===== src/design/pspcr_pkg.sv =====
// shared constants of the power stage compare and configuration register bank
package pspcr_pkg;
  // ----------------------------------------------------------------
  // register map (byte addresses on the plain register port)
  // ----------------------------------------------------------------
  localparam int ADDR_W = 5;
  localparam logic [4:0] OFS_RA_H = 5'h00;
  localparam logic [4:0] OFS_RA_L = 5'h01;
  localparam logic [4:0] OFS_SA_H = 5'h02;
  localparam logic [4:0] OFS_SA_L = 5'h03;
  localparam logic [4:0] OFS_SB_H = 5'h04;
  localparam logic [4:0] OFS_SB_L = 5'h05;
  localparam logic [4:0] OFS_RB_H = 5'h06;
  localparam logic [4:0] OFS_RB_L = 5'h07;
  localparam logic [4:0] OFS_CNF = 5'h08;
  localparam logic [4:0] OFS_CNFE = 5'h09;
  localparam logic [4:0] OFS_CTRL = 5'h0A;
  localparam logic [4:0] OFS_OCFG = 5'h0B;
  localparam logic [4:0] OFS_MTX = 5'h0C;
  localparam logic [4:0] OFS_DLY = 5'h0D;
  localparam logic [4:0] OFS_INA = 5'h0E;
  localparam logic [4:0] OFS_INB = 5'h0F;
  localparam logic [4:0] OFS_STAT = 5'h10;
  // ----------------------------------------------------------------
  // field positions
  // ----------------------------------------------------------------
  localparam int CNF_FIFTY = 7;
  localparam int CNF_ALOCK = 6;
  localparam int CNF_LOCK = 5;
  localparam int CNF_MODE_HI = 4;
  localparam int CNF_MODE_LO = 3;
  localparam int CNF_POL = 2;
  localparam int CNF_CLKSEL = 1;
  localparam int CNF_MTX_EN = 0;
  localparam int CNFE_BD_HI = 7;
  localparam int CNFE_BD_LO = 5;
  localparam int CNFE_FLANK_UP = 4;
  localparam int CNFE_EDGE_A_UP = 3;
  localparam int CNFE_EDGE_B_UP = 2;
  localparam int CNFE_SRC_A_UP = 1;
  localparam int CNFE_SRC_B_UP = 0;
  localparam int CTRL_FLANK_LO = 5;
  localparam int IN_SRC_LO = 6;
  localparam int IN_EDGE_LO = 5;
  localparam int OCFG_SEL_D = 7;
  localparam int OCFG_SEL_C = 6;
  localparam int OCFG_SYNC_HI = 5;
  localparam int OCFG_SYNC_LO = 4;
  localparam int OCFG_EN_D = 3;
  localparam int OCFG_EN_B = 2;
  localparam int OCFG_EN_C = 1;
  localparam int OCFG_EN_A = 0;
  localparam int CMP_W = 12;
  localparam int FLANK_W = 4;
  // ----------------------------------------------------------------
  // reset values and encodings
  // ----------------------------------------------------------------
  localparam logic [7:0] RST_BYTE = 8'h00;
  localparam logic [1:0] MODE_ONE_RAMP = 2'h0;
  localparam logic [1:0] MODE_CENTRE = 2'h3;
  localparam logic [1:0] EDGE_FALL = 2'h0;
  localparam logic [1:0] EDGE_RISE = 2'h1;
  localparam logic [1:0] EDGE_TOGGLE = 2'h2;
  localparam logic [2:0] BD_NONE = 3'h0;
  localparam logic [2:0] BD_BLANK_END = 3'h1;
  localparam logic [2:0] BD_BLANK_SA = 3'h2;
  localparam logic [2:0] BD_BLANK_SB = 3'h3;
endpackage


===== src/design/pspcr_delay_if.sv =====
// link between the register bank and its blanking / sync delay timer
`timescale 1ns/100ps
interface pspcr_delay_if;
  logic start;
  logic [7:0] count;
  logic [1:0] div_sel;
  logic step;
  logic busy;
  logic done;
  modport ctrl (output start, output count, output div_sel, output step, input busy, input done);
  modport timer (input start, input count, input div_sel, input step, output busy, output done);
endinterface


===== src/design/pspcr_delay_timer.sv =====
// blanking window and analog sync delay timer, counted on controller steps
`timescale 1ns/100ps
module pspcr_delay_timer (
  // clock and reset
  input wire logic clk_sys,
  input wire logic srst,
  // control side
  pspcr_delay_if.timer dl
);
  typedef struct packed {
    logic [7:0] left;
    logic [2:0] div_cnt;
    logic busy;
    logic done;
  } pspcr_timer_state_t;

  pspcr_timer_state_t st;
  pspcr_timer_state_t next_st;
  logic [2:0] mask;
  logic tick;

  // --------------------------------------------------------------
  // tick divider: step divided by 1, 2, 4 or 8
  // --------------------------------------------------------------
  always_comb begin
    mask = 3'((4'h1 << dl.div_sel) - 4'h1);
    tick = dl.step && ((st.div_cnt & mask) == mask);
  end

  // --------------------------------------------------------------
  // countdown; a fresh start restarts a running window
  // --------------------------------------------------------------
  always_comb begin
    next_st = st;
    next_st.done = 1'b0;
    if (dl.step) begin
      next_st.div_cnt = st.div_cnt + 3'h1;
    end
    if (dl.start) begin
      next_st.div_cnt = 3'h0;
      next_st.left = dl.count;
      next_st.busy = (dl.count != 8'h00);
      next_st.done = (dl.count == 8'h00); // zero delay passes at once
    end else if (st.busy && tick) begin
      next_st.left = st.left - 8'h01;
      if (st.left == 8'h01) begin
        next_st.busy = 1'b0;
        next_st.done = 1'b1;
      end
    end
  end

  always_ff @(posedge clk_sys) begin
    if (srst) begin
      st <= '0;
    end else begin
      st <= next_st;
    end
  end

  assign dl.busy = st.busy;
  assign dl.done = st.done;
endmodule


===== src/design/pspcr_regs.sv =====
// compare and configuration register bank of one power stage controller
// Notes on behaviour
// - four 12-bit compares matched on each step
// - reset-B carries 4-bit flank value in 15:12
// - one shared high-byte latch, atomic update
// - fifty mode copies B values into A
// - autolock commits at cycle end after RB
// - autolock wins over lock
// - lock buffers compares, OCFG and MTX until lock cleared
// - mode field selects ramp or centre counting
// - polarity bit: clear low, set high
// - clock select: set fast, clear slow
// - matrix enable overrides polarity
// - codes 1-3 blank from cycle end/SA/SB
// - codes 4-7 delay sync, divide 1/2/4/8
// - flank mode picks modulated compare edges
// - one-ramp SA modulation alters on-time
// - lower flank bit lives in control bit 5
// - edge select: fall, rise, toggle, reserved
// - source select: pin, cmp1, alt pin, cmp2
// - 8-bit delay count for blank and sync
`timescale 1ns/100ps
module pspcr_regs (
  // clock and reset
  input wire logic clk_sys,
  input wire logic srst,
  // register port
  input wire logic [pspcr_pkg::ADDR_W-1:0] reg_addr,
  input wire logic [7:0] reg_wdata,
  input wire logic reg_we,
  input wire logic reg_re,
  output logic [7:0] reg_rdata,
  // counter core
  input wire logic fast_clock_input,
  input wire logic slow_clock_input,
  input wire logic [11:0] count_val,
  input wire logic cycle_end,
  input wire logic wave_a,
  input wire logic wave_b,
  output logic ctrl_step,
  output logic input_clock_select,
  output logic [1:0] ramp_mode_select,
  output logic [11:0] active_reset_a,
  output logic [11:0] active_set_a,
  output logic [11:0] active_set_b,
  output logic [15:0] active_reset_b,
  output logic [3:0] match,
  output logic [3:0] flank_targets,
  output logic ontime_affected,
  // retrigger / fault inputs
  input wire logic primary_input_pin,
  input wire logic alternate_input_pin,
  input wire logic cmp1_out,
  input wire logic cmp2_out,
  output logic [1:0] input_event,
  output logic blank_active,
  // pins and adc
  output logic [3:0] pwm_out,
  output logic [3:0] pwm_oe,
  output logic adc_sync
);
  typedef struct packed {
    logic [7:0] temp;
    logic [11:0] sh_ra;
    logic [11:0] sh_sa;
    logic [11:0] sh_sb;
    logic [15:0] sh_rb;
    logic [7:0] sh_ocfg;
    logic [7:0] sh_mtx;
    logic [11:0] ra;
    logic [11:0] sa;
    logic [11:0] sb;
    logic [15:0] rb;
    logic [7:0] ocfg;
    logic [7:0] mtx;
    logic [7:0] cnf;
    logic [7:0] cnfe;
    logic [7:0] ctl;
    logic [7:0] dly;
    logic [7:0] ina;
    logic [7:0] inb;
    logic lock_dirty;
    logic alock_dirty;
    logic last_rb;
    logic [7:0] rdata;
    logic [3:0] sync1;
    logic [3:0] sync2;
    logic [1:0] prev_in;
    logic [1:0] evt;
    logic [3:0] out;
    logic [3:0] oe;
    logic adc;
  } pspcr_state_t;

  pspcr_state_t st;
  pspcr_state_t n;
  pspcr_delay_if dl ();
  logic step;
  logic [3:0] m;
  logic [1:0] raw_evt;
  logic [1:0] flank_mode;
  logic [2:0] bd_mode;
  logic sync_src;
  logic commit;
  logic lock_now;
  logic alock_now;
  logic [7:0] lo;

  // ----------------------------------------------------------------
  // controller step and compare matches
  // ----------------------------------------------------------------
  always_comb begin
    step = st.cnf[pspcr_pkg::CNF_CLKSEL] ? fast_clock_input : slow_clock_input;
    m[0] = step && (count_val == st.ra);
    m[1] = step && (count_val == st.sa);
    m[2] = step && (count_val == st.sb);
    m[3] = step && (count_val == st.rb[pspcr_pkg::CMP_W-1:0]);
  end

  // ----------------------------------------------------------------
  // edge event per input part: fall, rise or toggle
  // ----------------------------------------------------------------
  for (genvar i = 0; i < 2; i++) begin : g_part
    logic [1:0] src_sel;
    logic [1:0] edge_sel;
    logic cur;
    always_comb begin
      src_sel = (i == 0)
        ? {st.cnfe[pspcr_pkg::CNFE_SRC_A_UP], st.ina[pspcr_pkg::IN_SRC_LO]}
        : {st.cnfe[pspcr_pkg::CNFE_SRC_B_UP], st.inb[pspcr_pkg::IN_SRC_LO]};
      edge_sel = (i == 0)
        ? {st.cnfe[pspcr_pkg::CNFE_EDGE_A_UP], st.ina[pspcr_pkg::IN_EDGE_LO]}
        : {st.cnfe[pspcr_pkg::CNFE_EDGE_B_UP], st.inb[pspcr_pkg::IN_EDGE_LO]};
      cur = st.sync2[src_sel];
      unique case (edge_sel)
        pspcr_pkg::EDGE_FALL: raw_evt[i] = st.prev_in[i] && !cur;
        pspcr_pkg::EDGE_RISE: raw_evt[i] = !st.prev_in[i] && cur;
        pspcr_pkg::EDGE_TOGGLE: raw_evt[i] = st.prev_in[i] != cur;
        default: raw_evt[i] = 1'b0; // reserved code raises nothing
      endcase
    end
  end

  // ----------------------------------------------------------------
  // blanking and sync delay control
  // ----------------------------------------------------------------
  always_comb begin
    bd_mode = st.cnfe[pspcr_pkg::CNFE_BD_HI:pspcr_pkg::CNFE_BD_LO];
    if (st.cnf[pspcr_pkg::CNF_MODE_HI:pspcr_pkg::CNF_MODE_LO] == pspcr_pkg::MODE_CENTRE) begin
      sync_src = !st.ocfg[pspcr_pkg::OCFG_SYNC_HI] && m[0]; // centre: RA match or none
    end else begin
      unique case (st.ocfg[pspcr_pkg::OCFG_SYNC_HI:pspcr_pkg::OCFG_SYNC_LO])
        2'h0: sync_src = m[1];
        2'h1: sync_src = m[0];
        2'h2: sync_src = m[2];
        2'h3: sync_src = m[3];
      endcase
    end

    dl.step = step;
    dl.count = st.dly;
    dl.div_sel = bd_mode[1:0];

    unique case (bd_mode)
      pspcr_pkg::BD_NONE: dl.start = 1'b0;
      pspcr_pkg::BD_BLANK_END: dl.start = cycle_end;
      pspcr_pkg::BD_BLANK_SA: dl.start = m[1];
      pspcr_pkg::BD_BLANK_SB: dl.start = m[2];
      default: dl.start = sync_src; // delayed sync
    endcase
  end

  pspcr_delay_timer u_timer (
    .clk_sys (clk_sys),
    .srst (srst),
    .dl (dl)
  );

  // ----------------------------------------------------------------
  // next state: register writes, buffering, pins
  // ----------------------------------------------------------------
  always_comb begin
    n = st;
    lo = reg_wdata;
    lock_now = st.cnf[pspcr_pkg::CNF_LOCK];
    alock_now = st.cnf[pspcr_pkg::CNF_ALOCK];
    commit = 1'b0;

    // two-stage synchroniser on outside inputs
    n.sync1 = {cmp2_out, alternate_input_pin, cmp1_out, primary_input_pin};
    n.sync2 = st.sync1;
    n.prev_in = {g_part[1].cur, g_part[0].cur};
    n.evt = raw_evt & {2{!dl.busy}}; // blanked while the window runs

    if (reg_we) begin
      unique case (reg_addr)
        pspcr_pkg::OFS_RA_H, pspcr_pkg::OFS_SA_H,
        pspcr_pkg::OFS_SB_H, pspcr_pkg::OFS_RB_H: n.temp = reg_wdata;
        pspcr_pkg::OFS_RA_L: begin
          n.sh_ra = {st.temp[3:0], lo};
          n.last_rb = 1'b0;
        end
        pspcr_pkg::OFS_SA_L: begin
          n.sh_sa = {st.temp[3:0], lo};
          n.last_rb = 1'b0;
        end
        pspcr_pkg::OFS_SB_L: begin
          n.sh_sb = {st.temp[3:0], lo};
          n.last_rb = 1'b0;
        end
        pspcr_pkg::OFS_RB_L: begin
          n.sh_rb = {st.temp, lo}; // flank value rides in 15:12
          n.last_rb = 1'b1;
          n.alock_dirty = alock_now;
        end
        pspcr_pkg::OFS_OCFG: begin
          n.sh_ocfg = reg_wdata;
          n.last_rb = 1'b0;
        end
        pspcr_pkg::OFS_MTX: begin
          n.sh_mtx = reg_wdata;
          n.last_rb = 1'b0;
        end
        pspcr_pkg::OFS_CNF: n.cnf = reg_wdata;
        pspcr_pkg::OFS_CNFE: n.cnfe = reg_wdata;
        pspcr_pkg::OFS_CTRL: n.ctl = reg_wdata;
        pspcr_pkg::OFS_DLY: n.dly = reg_wdata;
        pspcr_pkg::OFS_INA: n.ina = reg_wdata;
        pspcr_pkg::OFS_INB: n.inb = reg_wdata;
        default: ;
      endcase
    end

    // buffered writes under lock, marked for the later release
    if (reg_we && lock_now && !alock_now && (reg_addr inside {pspcr_pkg::OFS_RA_L,
        pspcr_pkg::OFS_SA_L, pspcr_pkg::OFS_SB_L, pspcr_pkg::OFS_RB_L,
        pspcr_pkg::OFS_OCFG, pspcr_pkg::OFS_MTX})) begin
      n.lock_dirty = 1'b1;
    end

    // choose when the shadow set reaches the running registers
    if (alock_now) begin
      commit = cycle_end && n.last_rb && n.alock_dirty;
    end else if (lock_now) begin
      commit = st.lock_dirty && !n.cnf[pspcr_pkg::CNF_LOCK]; // release applies
    end else begin
      commit = reg_we && (reg_addr inside {pspcr_pkg::OFS_RA_L, pspcr_pkg::OFS_SA_L,
        pspcr_pkg::OFS_SB_L, pspcr_pkg::OFS_RB_L, pspcr_pkg::OFS_OCFG, pspcr_pkg::OFS_MTX});
    end

    if (commit) begin
      n.ra = n.sh_ra;
      n.sa = n.sh_sa;
      n.sb = n.sh_sb;
      n.rb = n.sh_rb;
      n.ocfg = n.sh_ocfg;
      n.mtx = n.sh_mtx;
      n.lock_dirty = 1'b0;
      n.alock_dirty = 1'b0;
      if (st.cnf[pspcr_pkg::CNF_FIFTY]) begin
        n.ra = n.sh_rb[pspcr_pkg::CMP_W-1:0]; // copy on every commit
        n.sa = n.sh_sb;
      end
    end

    // pins: matrix bypasses polarity, else polarity per wave
    if (st.cnf[pspcr_pkg::CNF_MTX_EN]) begin
      n.out = wave_b ? st.mtx[7:4] : st.mtx[3:0];
    end else begin
      n.out[0] = st.cnf[pspcr_pkg::CNF_POL] ? wave_a : !wave_a;
      n.out[1] = st.cnf[pspcr_pkg::CNF_POL] ? wave_b : !wave_b;
      n.out[2] = (st.ocfg[pspcr_pkg::OCFG_SEL_C] ? wave_b : wave_a) ~^ st.cnf[pspcr_pkg::CNF_POL];
      n.out[3] = (st.ocfg[pspcr_pkg::OCFG_SEL_D] ? wave_a : wave_b) ~^ st.cnf[pspcr_pkg::CNF_POL];
    end

    n.oe = {st.ocfg[pspcr_pkg::OCFG_EN_D], st.ocfg[pspcr_pkg::OCFG_EN_C],
            st.ocfg[pspcr_pkg::OCFG_EN_B], st.ocfg[pspcr_pkg::OCFG_EN_A]};

    // sync straight through, or the timer end in delay codes
    n.adc = bd_mode[2] ? dl.done : sync_src;

    // read data valid in the cycle after the strobe only
    n.rdata = 8'h00;
    if (reg_re) begin
      unique case (reg_addr)
        pspcr_pkg::OFS_CNF: n.rdata = st.cnf;
        pspcr_pkg::OFS_CNFE: n.rdata = st.cnfe;
        pspcr_pkg::OFS_CTRL: n.rdata = st.ctl;
        pspcr_pkg::OFS_OCFG: n.rdata = st.ocfg;
        pspcr_pkg::OFS_MTX: n.rdata = st.mtx;
        pspcr_pkg::OFS_INA: n.rdata = st.ina;
        pspcr_pkg::OFS_INB: n.rdata = st.inb;
        pspcr_pkg::OFS_STAT: n.rdata = {2'h0, st.evt, dl.busy, st.last_rb, st.alock_dirty, st.lock_dirty};
        default: n.rdata = 8'h00; // write-only and unmapped read zero
      endcase
    end
  end

  // ----------------------------------------------------------------
  // state register
  // ----------------------------------------------------------------
  always_ff @(posedge clk_sys) begin
    if (srst) begin
      st <= '0;
    end else begin
      st <= n;
    end
  end

  // ----------------------------------------------------------------
  // flank width decode and outputs
  // ----------------------------------------------------------------
  always_comb begin
    flank_mode = {st.cnfe[pspcr_pkg::CNFE_FLANK_UP], st.ctl[pspcr_pkg::CTRL_FLANK_LO]};
    unique case (flank_mode)
      2'h0: flank_targets = 4'h8; // RB only
      2'h1: flank_targets = 4'h9; // RB and RA
      2'h2: flank_targets = 4'h4; // SB only
      2'h3: flank_targets = 4'h6; // SB and SA
    endcase

    // SA shift moves the on-time edge in one-ramp counting
    ontime_affected = (ramp_mode_select == pspcr_pkg::MODE_ONE_RAMP) && (flank_mode == 2'h3);
  end

  assign ctrl_step = step;
  assign input_clock_select = st.cnf[pspcr_pkg::CNF_CLKSEL];
  assign ramp_mode_select = st.cnf[pspcr_pkg::CNF_MODE_HI:pspcr_pkg::CNF_MODE_LO];
  assign active_reset_a = st.ra;
  assign active_set_a = st.sa;
  assign active_set_b = st.sb;
  assign active_reset_b = st.rb;
  assign match = m;
  assign input_event = st.evt;
  assign blank_active = dl.busy;
  assign pwm_out = st.out;
  assign pwm_oe = st.oe;
  assign adc_sync = st.adc;
  assign reg_rdata = st.rdata;
endmodule


===== config.mk =====
export PLATFORM = sky130hd
export DESIGN_NAME = pspcr_regs
export DESIGN_NICKNAME = d
export VERILOG_FILES = /design/src/design/pspcr_pkg.sv /design/src/design/pspcr_delay_if.sv /design/src/design/pspcr_delay_timer.sv /design/src/design/pspcr_regs.sv
export SDC_FILE = /design/constraint.sdc
export NUM_CORES = 1
export LEC_CHECK = 0
export ABC_CLOCK_PERIOD_IN_PS = 7100
export BUFFER_PORTS_ARGS = -buffer_cell sky130_fd_sc_hd__buf_2
export CORE_MARGIN = 5
export CORE_UTILIZATION = 55
export DETAILED_ROUTE_END_ITERATION = 8
export GPL_ROUTABILITY_DRIVEN = 0
export GPL_TIMING_DRIVEN = 0
export PLACE_DENSITY = 0.76
export SYNTH_ARGS = -nofsm -noshare
export SYNTH_HDL_FRONTEND = slang
export SYNTH_SLANG_ARGS = --single-unit

===== constraint.sdc =====
create_clock -name clk_sys -period 7.1 [get_ports clk_sys]
set_input_delay 0.71 -clock clk_sys [delete_from_list [all_inputs] [get_ports clk_sys]]
set_output_delay 0.71 -clock clk_sys [all_outputs]
set_load 0.05 [all_outputs]

==> flow_metrics.tcl, run 1 <==
set metrics [dict create \
    status "complete, no violations" \
    gr-usage-all-layers_pct 27.7 \
    critPathMaxFanout 10 \
    power_mw 2.89 \
    async_flop_share_pct 0 \
    vias_per_cell 5.78 \
    grt_max_degree 15 \
    antenna_found_initial 2 \
    leakage_nw 5.04 \
    dp.cells 1619 \
    end_kind "output pin" \
    finalWirelength_um 31700 \
    ys.warnings.count 0 \
    power_density_nw_per_um2 232 \
    vdd_drop_max_v 0.000225 \
    cts_resized 0 \
    drive_above_1_share_pct 17.8 \
    required_ns 6.39 \
    slew_violations 0 \
    clk_pin_slew_ns 0.06 \
    fillers 1675 \
    cts.root.buffer_cell "clkbuf_16" \
    numPortBuffers 109 \
    start_util_pct 55.5 \
    clk-insertion-delay-late_ns 0.52 \
    synth_area_leader_cell "dfxtp_1" \
    cts_tree "built" \
    synthFlopType "dfxtp_1" \
    fin_skew_ns 0.00834 \
    cap_violations 0 \
    rsz0062_at_grt "no" \
    vias 9617 \
    stdcell_area_um2 12500 \
    ys_seq_area_share_pct 44.2 \
    die_w_um 150 \
    startpoint_type "register" \
    maxSlewHeadroom_pct 20.9 \
    post-dp-hpwl_um 23300 \
    rows 51 \
    syn_nets 1290 \
    comb_power_share_pct 7.2 \
    syn_area_per_cell_um2 8.62 \
    nets 1425 \
    tns_ns 0 \
    drc 0 \
    synth_cell_types 55 \
    cts_hold_buffers 0 \
    path_class "register to output pin" \
    pin_count 123 \
    hold_violations 0 \
    hold_class "input port to register" \
    syn_inst 1245 \
    h-tree-depth 1 \
    clkSinkCount 237 \
    cts.path.max_buffers 3 \
    synth_edf_count 0 \
    wl_per_cell_um 19.0 \
    ys_top_cells_by_count "dfxtp_1 (237), nand2_1 (223), a21oi_1 (109)" \
    area_delta_synth_final_pct 16.1 \
    numCtsBuffers 24 \
    p_int_mw 2.21 \
    power.switching_mw 0.681 \
    grt_pass1_wl_um 48900 \
    die_y_um 150 \
    place_area_um2 11600 \
    synth_area_um2 10700 \
    setup_violations 0 \
    fin_crit_sh_pct 48.9 \
    drt-initial-drc-count 1021 \
    tightest_slew_ns 1.18 \
    coreArea_um2 19300 \
    grt_pass1_vias 8764 \
    firstDrtPassIters 6 \
    postLayoutCoreUtil_pct 64.4 \
    fin_cells 1663 \
    die_area_um2 22400 \
    r2r_slack_ns 3.84 \
    cp_data_arrival_time_ns 2.76 \
    synth_most_common_cell "dfxtp_1" \
    postCtsSetupBuffers 0 \
    fmax_ghz 0.288 \
    drtAntennaViolNets 0 \
    p_clk_share_pct 45.8 \
    netlist.area_leader.share_pct 44.2 \
    seqPwrFrac_pct 47.0 \
    synth-seq-cells 237 \
    switching_share_pct 23.6 \
    fin_crit_ns 3.47 \
    synth.area.top_cells "dfxtp_1 (44%), nand2_1 (7.8%), mux2i_1 (6.7%), buf_4 (5.1%), a21oi_1 (5.1%)" \
    grt_overflow 0 \
]
==> kinds of logic after synthesis <==
| group | Yosys count | synth area share, % |
|---|---|---|
| adders and majority gates | 7 | 0.816 |
| AOI/OAI and AO/OA | 217 | 13.0 |
| buffers and inverters | 173 | 8.77 |
| and+or+nand+nor | 469 | 20.3 |
| muxes | 81 | 7.87 |
| xor gates and xnor gates | 61 | 4.98 |
| DFF | 237 | 44.2 |
==> power groups by stage <==
stage	Sequential, mW	Combinational [mW]	Clock (mW)
after floorplan	1.38	0.140	0
after global placement	1.39	0.200	0
after detailed placement	1.39	0.203	0
after CTS	1.36	0.204	1.33
after global routing	1.36	0.221	1.39
final	1.36	0.208	1.32
==> worst max-delay path, stage by stage (launching register included) <==
cell and delay, ns:
dfxtp_1 0.46, mux2_2 0.25, buf_4 0.21, nand2_1 0.10, nor4_1 0.82, buf_2 0.42
==> flip-flops by register name, indices dropped and copies added, names as in the netlist <==
name and count:
n 8, pwm_out 4, pwm_oe 4, dl.count 8, active_reset_b 16, st 119
u_timer.dl.done 1, active_set_b 12, ramp_mode_select 2, input_clock_select 1, active_set_a 12, bd_mode 3
adc_sync 1, u_timer.dl.busy 1, g_part.edge_sel 4, flank_mode 2, alock_now 1, u_timer.st 11
lock_now 1, input_event 2, g_part.src_sel 4, reg_rdata 8, active_reset_a 12
==> layout make-up <==
cell class / instances / area (um2) / share of cell area, %
antenna: 1 / 2.50 / 0.0201
buffer: 160 / 892 / 7.16
clock buffer: 37 / 751 / 6.03
clock inverter: 6 / 88.8 / 0.713
inverter: 13 / 48.8 / 0.392
multi-input combinational: 835 / 5050 / 40.5
sequential: 237 / 4740 / 38.1
tap: 265 / 332 / 2.66
timing repair buffer: 109 / 546 / 4.38
==> layer usage <==
metal | vias up | global-route usage (%) | share of wire, %
li1 | 4467 | - | -
met1 | 4546 | 38.7 | 41
met2 | 525 | 44.5 | 46
met3 | 77 | 4.18 | 10
met4 | 2 | 8.46 | 2.6
met5 | - | 0 | 0.063
==> cell usage in the layout (no fill, tap or decap), types with 3 or more instances in the layout <==
cell       synthesis  routed
dfxtp_1          237     237
nand2_1          223     223
buf_2              7     116
a21oi_1          109     109
nor2_1            88      88
clkbuf_1          73      77
buf_4             73      73
mux2i_1           72      72
nand3_1           58      58
xnor2_1           47      47
clkbuf_16          0      25
o22a_1            22      22
nor2b_1           19      19
o211ai_1          18      18
a22oi_1           17      17
nor3b_1           15      15
xor2_1            14      14
inv_1             13      13
nand3b_1          12      12
a21o_1            12      12
nor3_1            13      12
a31oi_1           11      11
nand4_1           11      11
clkbuf_8           0       8
mux2_2             7       7
ha_1               7       7
a22o_1             6       6
a221oi_1           6       6
nor4_1             5       5
buf_1              5       5
a211oi_1           4       4
nand4b_1           3       3
and2_1             3       3
nand2b_1           3       3
or3_1              3       3
==> worst paths after layout <==
kind                              startpoint                           to  depth (start not counted)
max          input_clock_select$_SDFFE_PP0P_                     match[2]                          5
min                                 cmp1_out             n[14]$_SDFF_PP0_                          2
max reg2reg  input_clock_select$_SDFFE_PP0P_  u_timer.st[10]$_SDFFE_PP0P_                          9
min reg2reg                 n[13]$_SDFF_PP0_            st[13]$_SDFF_PP0_                          1
==> metrics by stage <==
step	worst slack (ns)	hold WS (ns)
floorplan	2.85	0.414
global placement	3.53	0.420
detailed placement	3.49	0.420
CTS	3.64	0.408
global route	3.57	0.416
finish	3.63	0.410
Note: power is estimated with default switching activity, not from simulation.
==> run 2, diff against run 1 <==
--- a/config.mk
+++ b/config.mk
@@ -5,7 +5,7 @@
 export SDC_FILE = /design/constraint.sdc
 export NUM_CORES = 1
 export LEC_CHECK = 0
-export ABC_CLOCK_PERIOD_IN_PS = 7100
+export ABC_CLOCK_PERIOD_IN_PS = 3300
 export BUFFER_PORTS_ARGS = -buffer_cell sky130_fd_sc_hd__buf_2
 export CORE_MARGIN = 5
 export CORE_UTILIZATION = 55
==> constraint.sdc (replaced) <==
create_clock -name clk_sys -period 3.3 [get_ports clk_sys]
set_input_delay 0.33 -clock clk_sys [delete_from_list [all_inputs] [get_ports clk_sys]]
set_output_delay 0.33 -clock clk_sys [all_outputs]
set_load 0.05 [all_outputs]
==> run 2 against run 1 <==
Against the previous run: total power is 110% higher; worst setup slack worse by 3.1 ns; clock skew rose by 0.0064 ns; final cell count unchanged; global-route usage increased by 0.31 points; final area is essentially flat; critical path type is now register to register; critical endpoint is now u_timer.st[10]$_SDFFE_PP0P_; largest cell class unchanged; highest routed layer is now met4.
==> flow_metrics.tcl, run 2 (synthesis results as in run 1) <==
set metrics [dict create \
    hold_violations 0 \
    power.switching_mw 1.47 \
    tns_ns 0 \
    vias_per_cell 5.76 \
    cts_hold_buffers 0 \
    hold_class "input port to register" \
    hold_path.startpoint "alternate_input_pin" \
    drtAntennaViolNets 0 \
    fin_crit_ns 2.81 \
    clk_pin_slew_ns 0.06 \
    vias 9578 \
    maxSlewHeadroom_pct 20.7 \
    cap_violations 0 \
    finalWirelength_um 31800 \
    end_kind "register" \
    grt_pass1_vias 8896 \
    start_util_pct 55.5 \
    final_common_cell "dfxtp_1" \
    fillers 1666 \
    cts.path.max_buffers 3 \
    switching_share_pct 23.9 \
    wl_per_cell_um 19.1 \
    die_w_um 150 \
    path_class "register to register" \
    cp_data_arrival_time_ns 3.18 \
    fin_crit_sh_pct 85.2 \
    clkSinkCount 237 \
    p_int_mw 4.68 \
    power_density_nw_per_um2 494 \
    h-tree-depth 1 \
    startpoint_type "register" \
    comb_power_share_pct 7.3 \
    drc 0 \
    rows 51 \
    cts.root.buffer_cell "clkbuf_16" \
    drive_above_1_share_pct 17.9 \
    place_area_um2 11600 \
    coreArea_um2 19300 \
    fmax_ghz 0.356 \
    largest_reg_flops 119 \
    firstDrtPassIters 6 \
    r2r-start "input_clock_select$_SDFFE_PP0P_" \
    rsz0062_at_grt "no" \
    numCtsBuffers 24 \
    drt-initial-drc-count 1104 \
    slew_violations 0 \
    grt_overflow 0 \
    dp.cells 1619 \
    antenna_found_initial 2 \
    die_area_um2 22400 \
    fin_cells 1663 \
    numPortBuffers 109 \
    fin_skew_ns 0.0148 \
    status "complete, no violations" \
    clk-insertion-delay-late_ns 0.52 \
    vdd_drop_max_v 0.000426 \
    grt_pass1_wl_um 49400 \
    pin_count 123 \
    postCtsSetupBuffers 0 \
    critPathMaxFanout 10 \
    power_mw 6.15 \
    regMostFlops "st" \
    grt_max_degree 15 \
    stdcell_area_um2 12400 \
    required_ns 3.67 \
    gr-usage-all-layers_pct 28.0 \
    die_y_um 150 \
    critPathLaunch "input_clock_select$_SDFFE_PP0P_" \
    tightest_slew_ns 1.18 \
    post-dp-hpwl_um 23300 \
    final_cell_mix "dfxtp_1 (237), nand2_1 (223), buf_2 (116)" \
    seqPwrFrac_pct 47.6 \
    setup_violations 0 \
    area_delta_synth_final_pct 16.0 \
    nets 1425 \
    cts_tree "built" \
    leakage_nw 5.04 \
    p_clk_share_pct 45.1 \
    cts_resized 0 \
]
## run 2: changes by cell type in the layout (fill, tap and decap cells not counted)
cell,previous run,this run
clkinv_4,1,0
diode_2,1,2
clkinv_2,1,5
nor4_1,5,3
clkbuf_8,8,5
nor4_4,2,3
clkbuf_1,77,76
nor4_2,2,3
## run 2: routing by layer
layer	routed length [um]	vias up	global-route usage, %
li1	-	4456	-
met1	13400	4594	39.2
met2	14600	453	44.8
met3	3050	75	5.36
met4	809	0	7.14
met5	0	-	0
## run 2: power by group through the flow
stage	sequential [mW]	combinational (mW)	clock [mW]
floorplan	2.98	0.304	0
global placement	2.99	0.433	0
detailed placement	2.99	0.439	0
CTS	2.92	0.442	2.79
global route	2.93	0.480	2.92
finish	2.92	0.448	2.77
## run 2: cell type report
class,instances,area [um2],share of cell area [%]
diodes,2,5.00,0.0402
inverters,13,48.8,0.392
clock buffers,33,706,5.67
flip-flops and latches,237,4740,38.1
clock inverters,9,100,0.804
repair buffers,109,546,4.38
well taps,265,332,2.66
plain buffers,160,892,7.17
multi-input cells,835,5070,40.7
## run 2: critical path: stages, from the launching register on
cell     delay [ns]
dfxtp_1        0.48
mux2_2         0.27
buf_4          0.21
nand4_1        0.13
nor4_2         0.39
nor4b_1        0.17
nor4_4         0.54
buf_6          0.23
mux2i_1        0.19
nor2_1         0.05
## run 2: worst paths after layout
check	cells after the start	slack, ns	endpoint
setup / recovery	9	0.49	u_timer.st[10]$_SDFFE_PP0P_
hold / removal	2	0.03	n[15]$_SDFF_PP0_
setup reg to reg	9	0.49	u_timer.st[10]$_SDFFE_PP0P_
hold reg to reg	1	0.44	st[16]$_SDFF_PP0_
## run 2: metrics by stage
stage	hold WS, ns	setup slack, ns	util, %
after CTS	0.0212	0.515	64.3
after global routing	0.0347	0.324	64.3
after detailed placement	0.431	0.338	60.2
final	0.0304	0.487	64.4
after global placement	0.419	0.359	60.1
after floorplan	0.414	0.102	-
==> run 3, diff against run 2 <==
--- a/config.mk
+++ b/config.mk
@@ -8,11 +8,11 @@
 export ABC_CLOCK_PERIOD_IN_PS = 3300
 export BUFFER_PORTS_ARGS = -buffer_cell sky130_fd_sc_hd__buf_2
 export CORE_MARGIN = 5
-export CORE_UTILIZATION = 55
+export CORE_UTILIZATION = 54
 export DETAILED_ROUTE_END_ITERATION = 8
 export GPL_ROUTABILITY_DRIVEN = 0
 export GPL_TIMING_DRIVEN = 0
-export PLACE_DENSITY = 0.76
+export PLACE_DENSITY = 0.75
 export SYNTH_ARGS = -nofsm -noshare
 export SYNTH_HDL_FRONTEND = slang
 export SYNTH_SLANG_ARGS = --single-unit
==> run 3 against run 2 <==
Against the previous run: die area is 1.7% higher; via count shrank 0.78%; clock power increased by 1%; highest routed layer is now met5.
==> flow_metrics.tcl, run 3 (synthesis results as in run 1) <==
set metrics [dict create \
    comb_power_share_pct 7.3 \
    setup_violations 0 \
    clkSinkCount 237 \
    finalWirelength_um 31900 \
    gr-usage-all-layers_pct 27.1 \
    postCtsSetupBuffers 0 \
    leakage_nw 5.05 \
    rows 51 \
    start_util_pct 54.9 \
    nets 1426 \
    grt_pass1_wl_um 48300 \
    cts.root.buffer_cell "clkbuf_16" \
    largest_reg_flops 119 \
    die_y_um 151 \
    wl_per_cell_um 19.2 \
    cp_slowest_cell "nor4_4" \
    post-dp-hpwl_um 23600 \
    end_kind "register" \
    seqPwrFrac_pct 47.3 \
    die_w_um 151 \
    cap_violations 0 \
    critPathMaxFanout 10 \
    drive_above_1_share_pct 18.0 \
    power.switching_mw 1.49 \
    crit_top_cell "nor4_4" \
    clk_pin_slew_ns 0.06 \
    drt-initial-drc-count 906 \
    cts_hold_buffers 0 \
    pin_count 123 \
    fmax_ghz 0.363 \
    drtAntennaViolNets 0 \
    h-tree-depth 1 \
    status "complete, no violations" \
    p_int_mw 4.69 \
    cts.path.max_buffers 3 \
    required_ns 3.67 \
    coreArea_um2 19500 \
    path_class "register to register" \
    path_cells "mux2_2 -> buf_4 -> nand2_1 -> nor4_4 -> a21oi_1 -> nor4_4 -> buf_6 -> mux2i_1 -> nor2_1" \
    p_clk_share_pct 45.4 \
    fin_crit_sh_pct 83.5 \
    vias 9503 \
    tightest_slew_ns 1.16 \
    maxSlewHeadroom_pct 22.2 \
    cts_tree "built" \
    antenna_found_initial 1 \
    numPortBuffers 109 \
    cp_data_arrival_time_ns 3.13 \
    area_delta_synth_final_pct 16.1 \
    clk-insertion-delay-late_ns 0.52 \
    place_area_um2 11600 \
    slew_violations 0 \
    power_density_nw_per_um2 496 \
    fin_crit_ns 2.76 \
    final_common_cell "dfxtp_1" \
    firstDrtPassIters 5 \
    whs_ns 0.0270 \
    antenna_cells 0 \
    tns_ns 0 \
    drc 0 \
    vias_per_cell 5.71 \
    hold_class "input port to register" \
    final_cell_mix "dfxtp_1 (237), nand2_1 (223), buf_2 (116)" \
    grt_overflow 0 \
    cts_resized 0 \
    fillers 1735 \
    regMostFlops "st" \
    startpoint_type "register" \
    hold_violations 0 \
    crit_path_max_incr_delay_ns 0.50 \
    stdcell_area_um2 12500 \
    switching_share_pct 24.1 \
    rsz0062_at_grt "no" \
    grt_max_degree 15 \
    die_area_um2 22800 \
    vdd_drop_max_v 0.000358 \
    fin_skew_ns 0.00950 \
    numCtsBuffers 25 \
    grt_pass1_vias 8701 \
]
[run 3: cell count changes in the layout (fill, tap and decap cells not counted)]
cell	before	now
clkinv_2	5	4
clkinv_4	0	2
diode_2	2	0
clkinvlp_4	2	3
[run 3: worst paths after layout]
path	start	end	slack (ns)	depth (start not counted)
hold / removal	primary_input_pin	n[13]$_SDFF_PP0_	0.03	2
setup reg to reg	input_clock_select$_SDFFE_PP0P_	u_timer.st[9]$_SDFFE_PP0P_	0.54	9
hold reg to reg	n[14]$_SDFF_PP0_	st[14]$_SDFF_PP0_	0.44	1
setup / recovery	input_clock_select$_SDFFE_PP0P_	u_timer.st[9]$_SDFFE_PP0P_	0.54	9
[run 3: worst max-delay path: cells and delay by family, from the launching register on]
kind            cells  cell delay, ns
flops               1            0.47
simple gates        4            1.05
buf+inv             2            0.44
compound gates      1            0.18
mux                 2            0.46
[run 3: final cells by class]
class,instances,area (um2),area share [%]
clock inverters,11,120,0.964
plain buffers,160,892,7.16
well taps,265,332,2.66
clock buffers,33,706,5.66
inverters,13,48.8,0.392
repair buffers,109,546,4.38
flip-flops and latches,237,4740,38.1
multi-input cells,835,5070,40.7
[run 3: metrics by stage]
| stage | setup WS [ns] | total power, mW | instances | utilization (%) |
|---|---|---|---|---|
| 5_1_grt | 0.429 | 6.37 | 1663 | 63.8 |
| 3_3_place_gp | 0.379 | 3.42 | 1619 | 59.5 |
| 2_1_floorplan | 0.102 | 3.28 | 1245 | - |
| 4_1_cts | 0.569 | 6.19 | 1663 | 63.8 |
| 6_report | 0.544 | 6.18 | 1663 | 63.8 |
| 3_5_place_dp | 0.327 | 3.43 | 1619 | 59.6 |
[run 3: power groups by stage]
| stage | sequential (mW) | clock [mW] | combinational, mW |
|---|---|---|---|
| final | 2.93 | 2.81 | 0.449 |
| after global routing | 2.93 | 2.97 | 0.476 |
| after CTS | 2.92 | 2.83 | 0.441 |
| after detailed placement | 2.99 | 0 | 0.438 |
| after global placement | 2.99 | 0 | 0.432 |
| after floorplan | 2.98 | 0 | 0.304 |
[run 3: routing by layer]
layer	part of all wire [%]	global-route usage [%]
met5	0.063	0
met2	46	43.3
met4	2.6	7.43
met3	10	5.48
met1	41	37.6
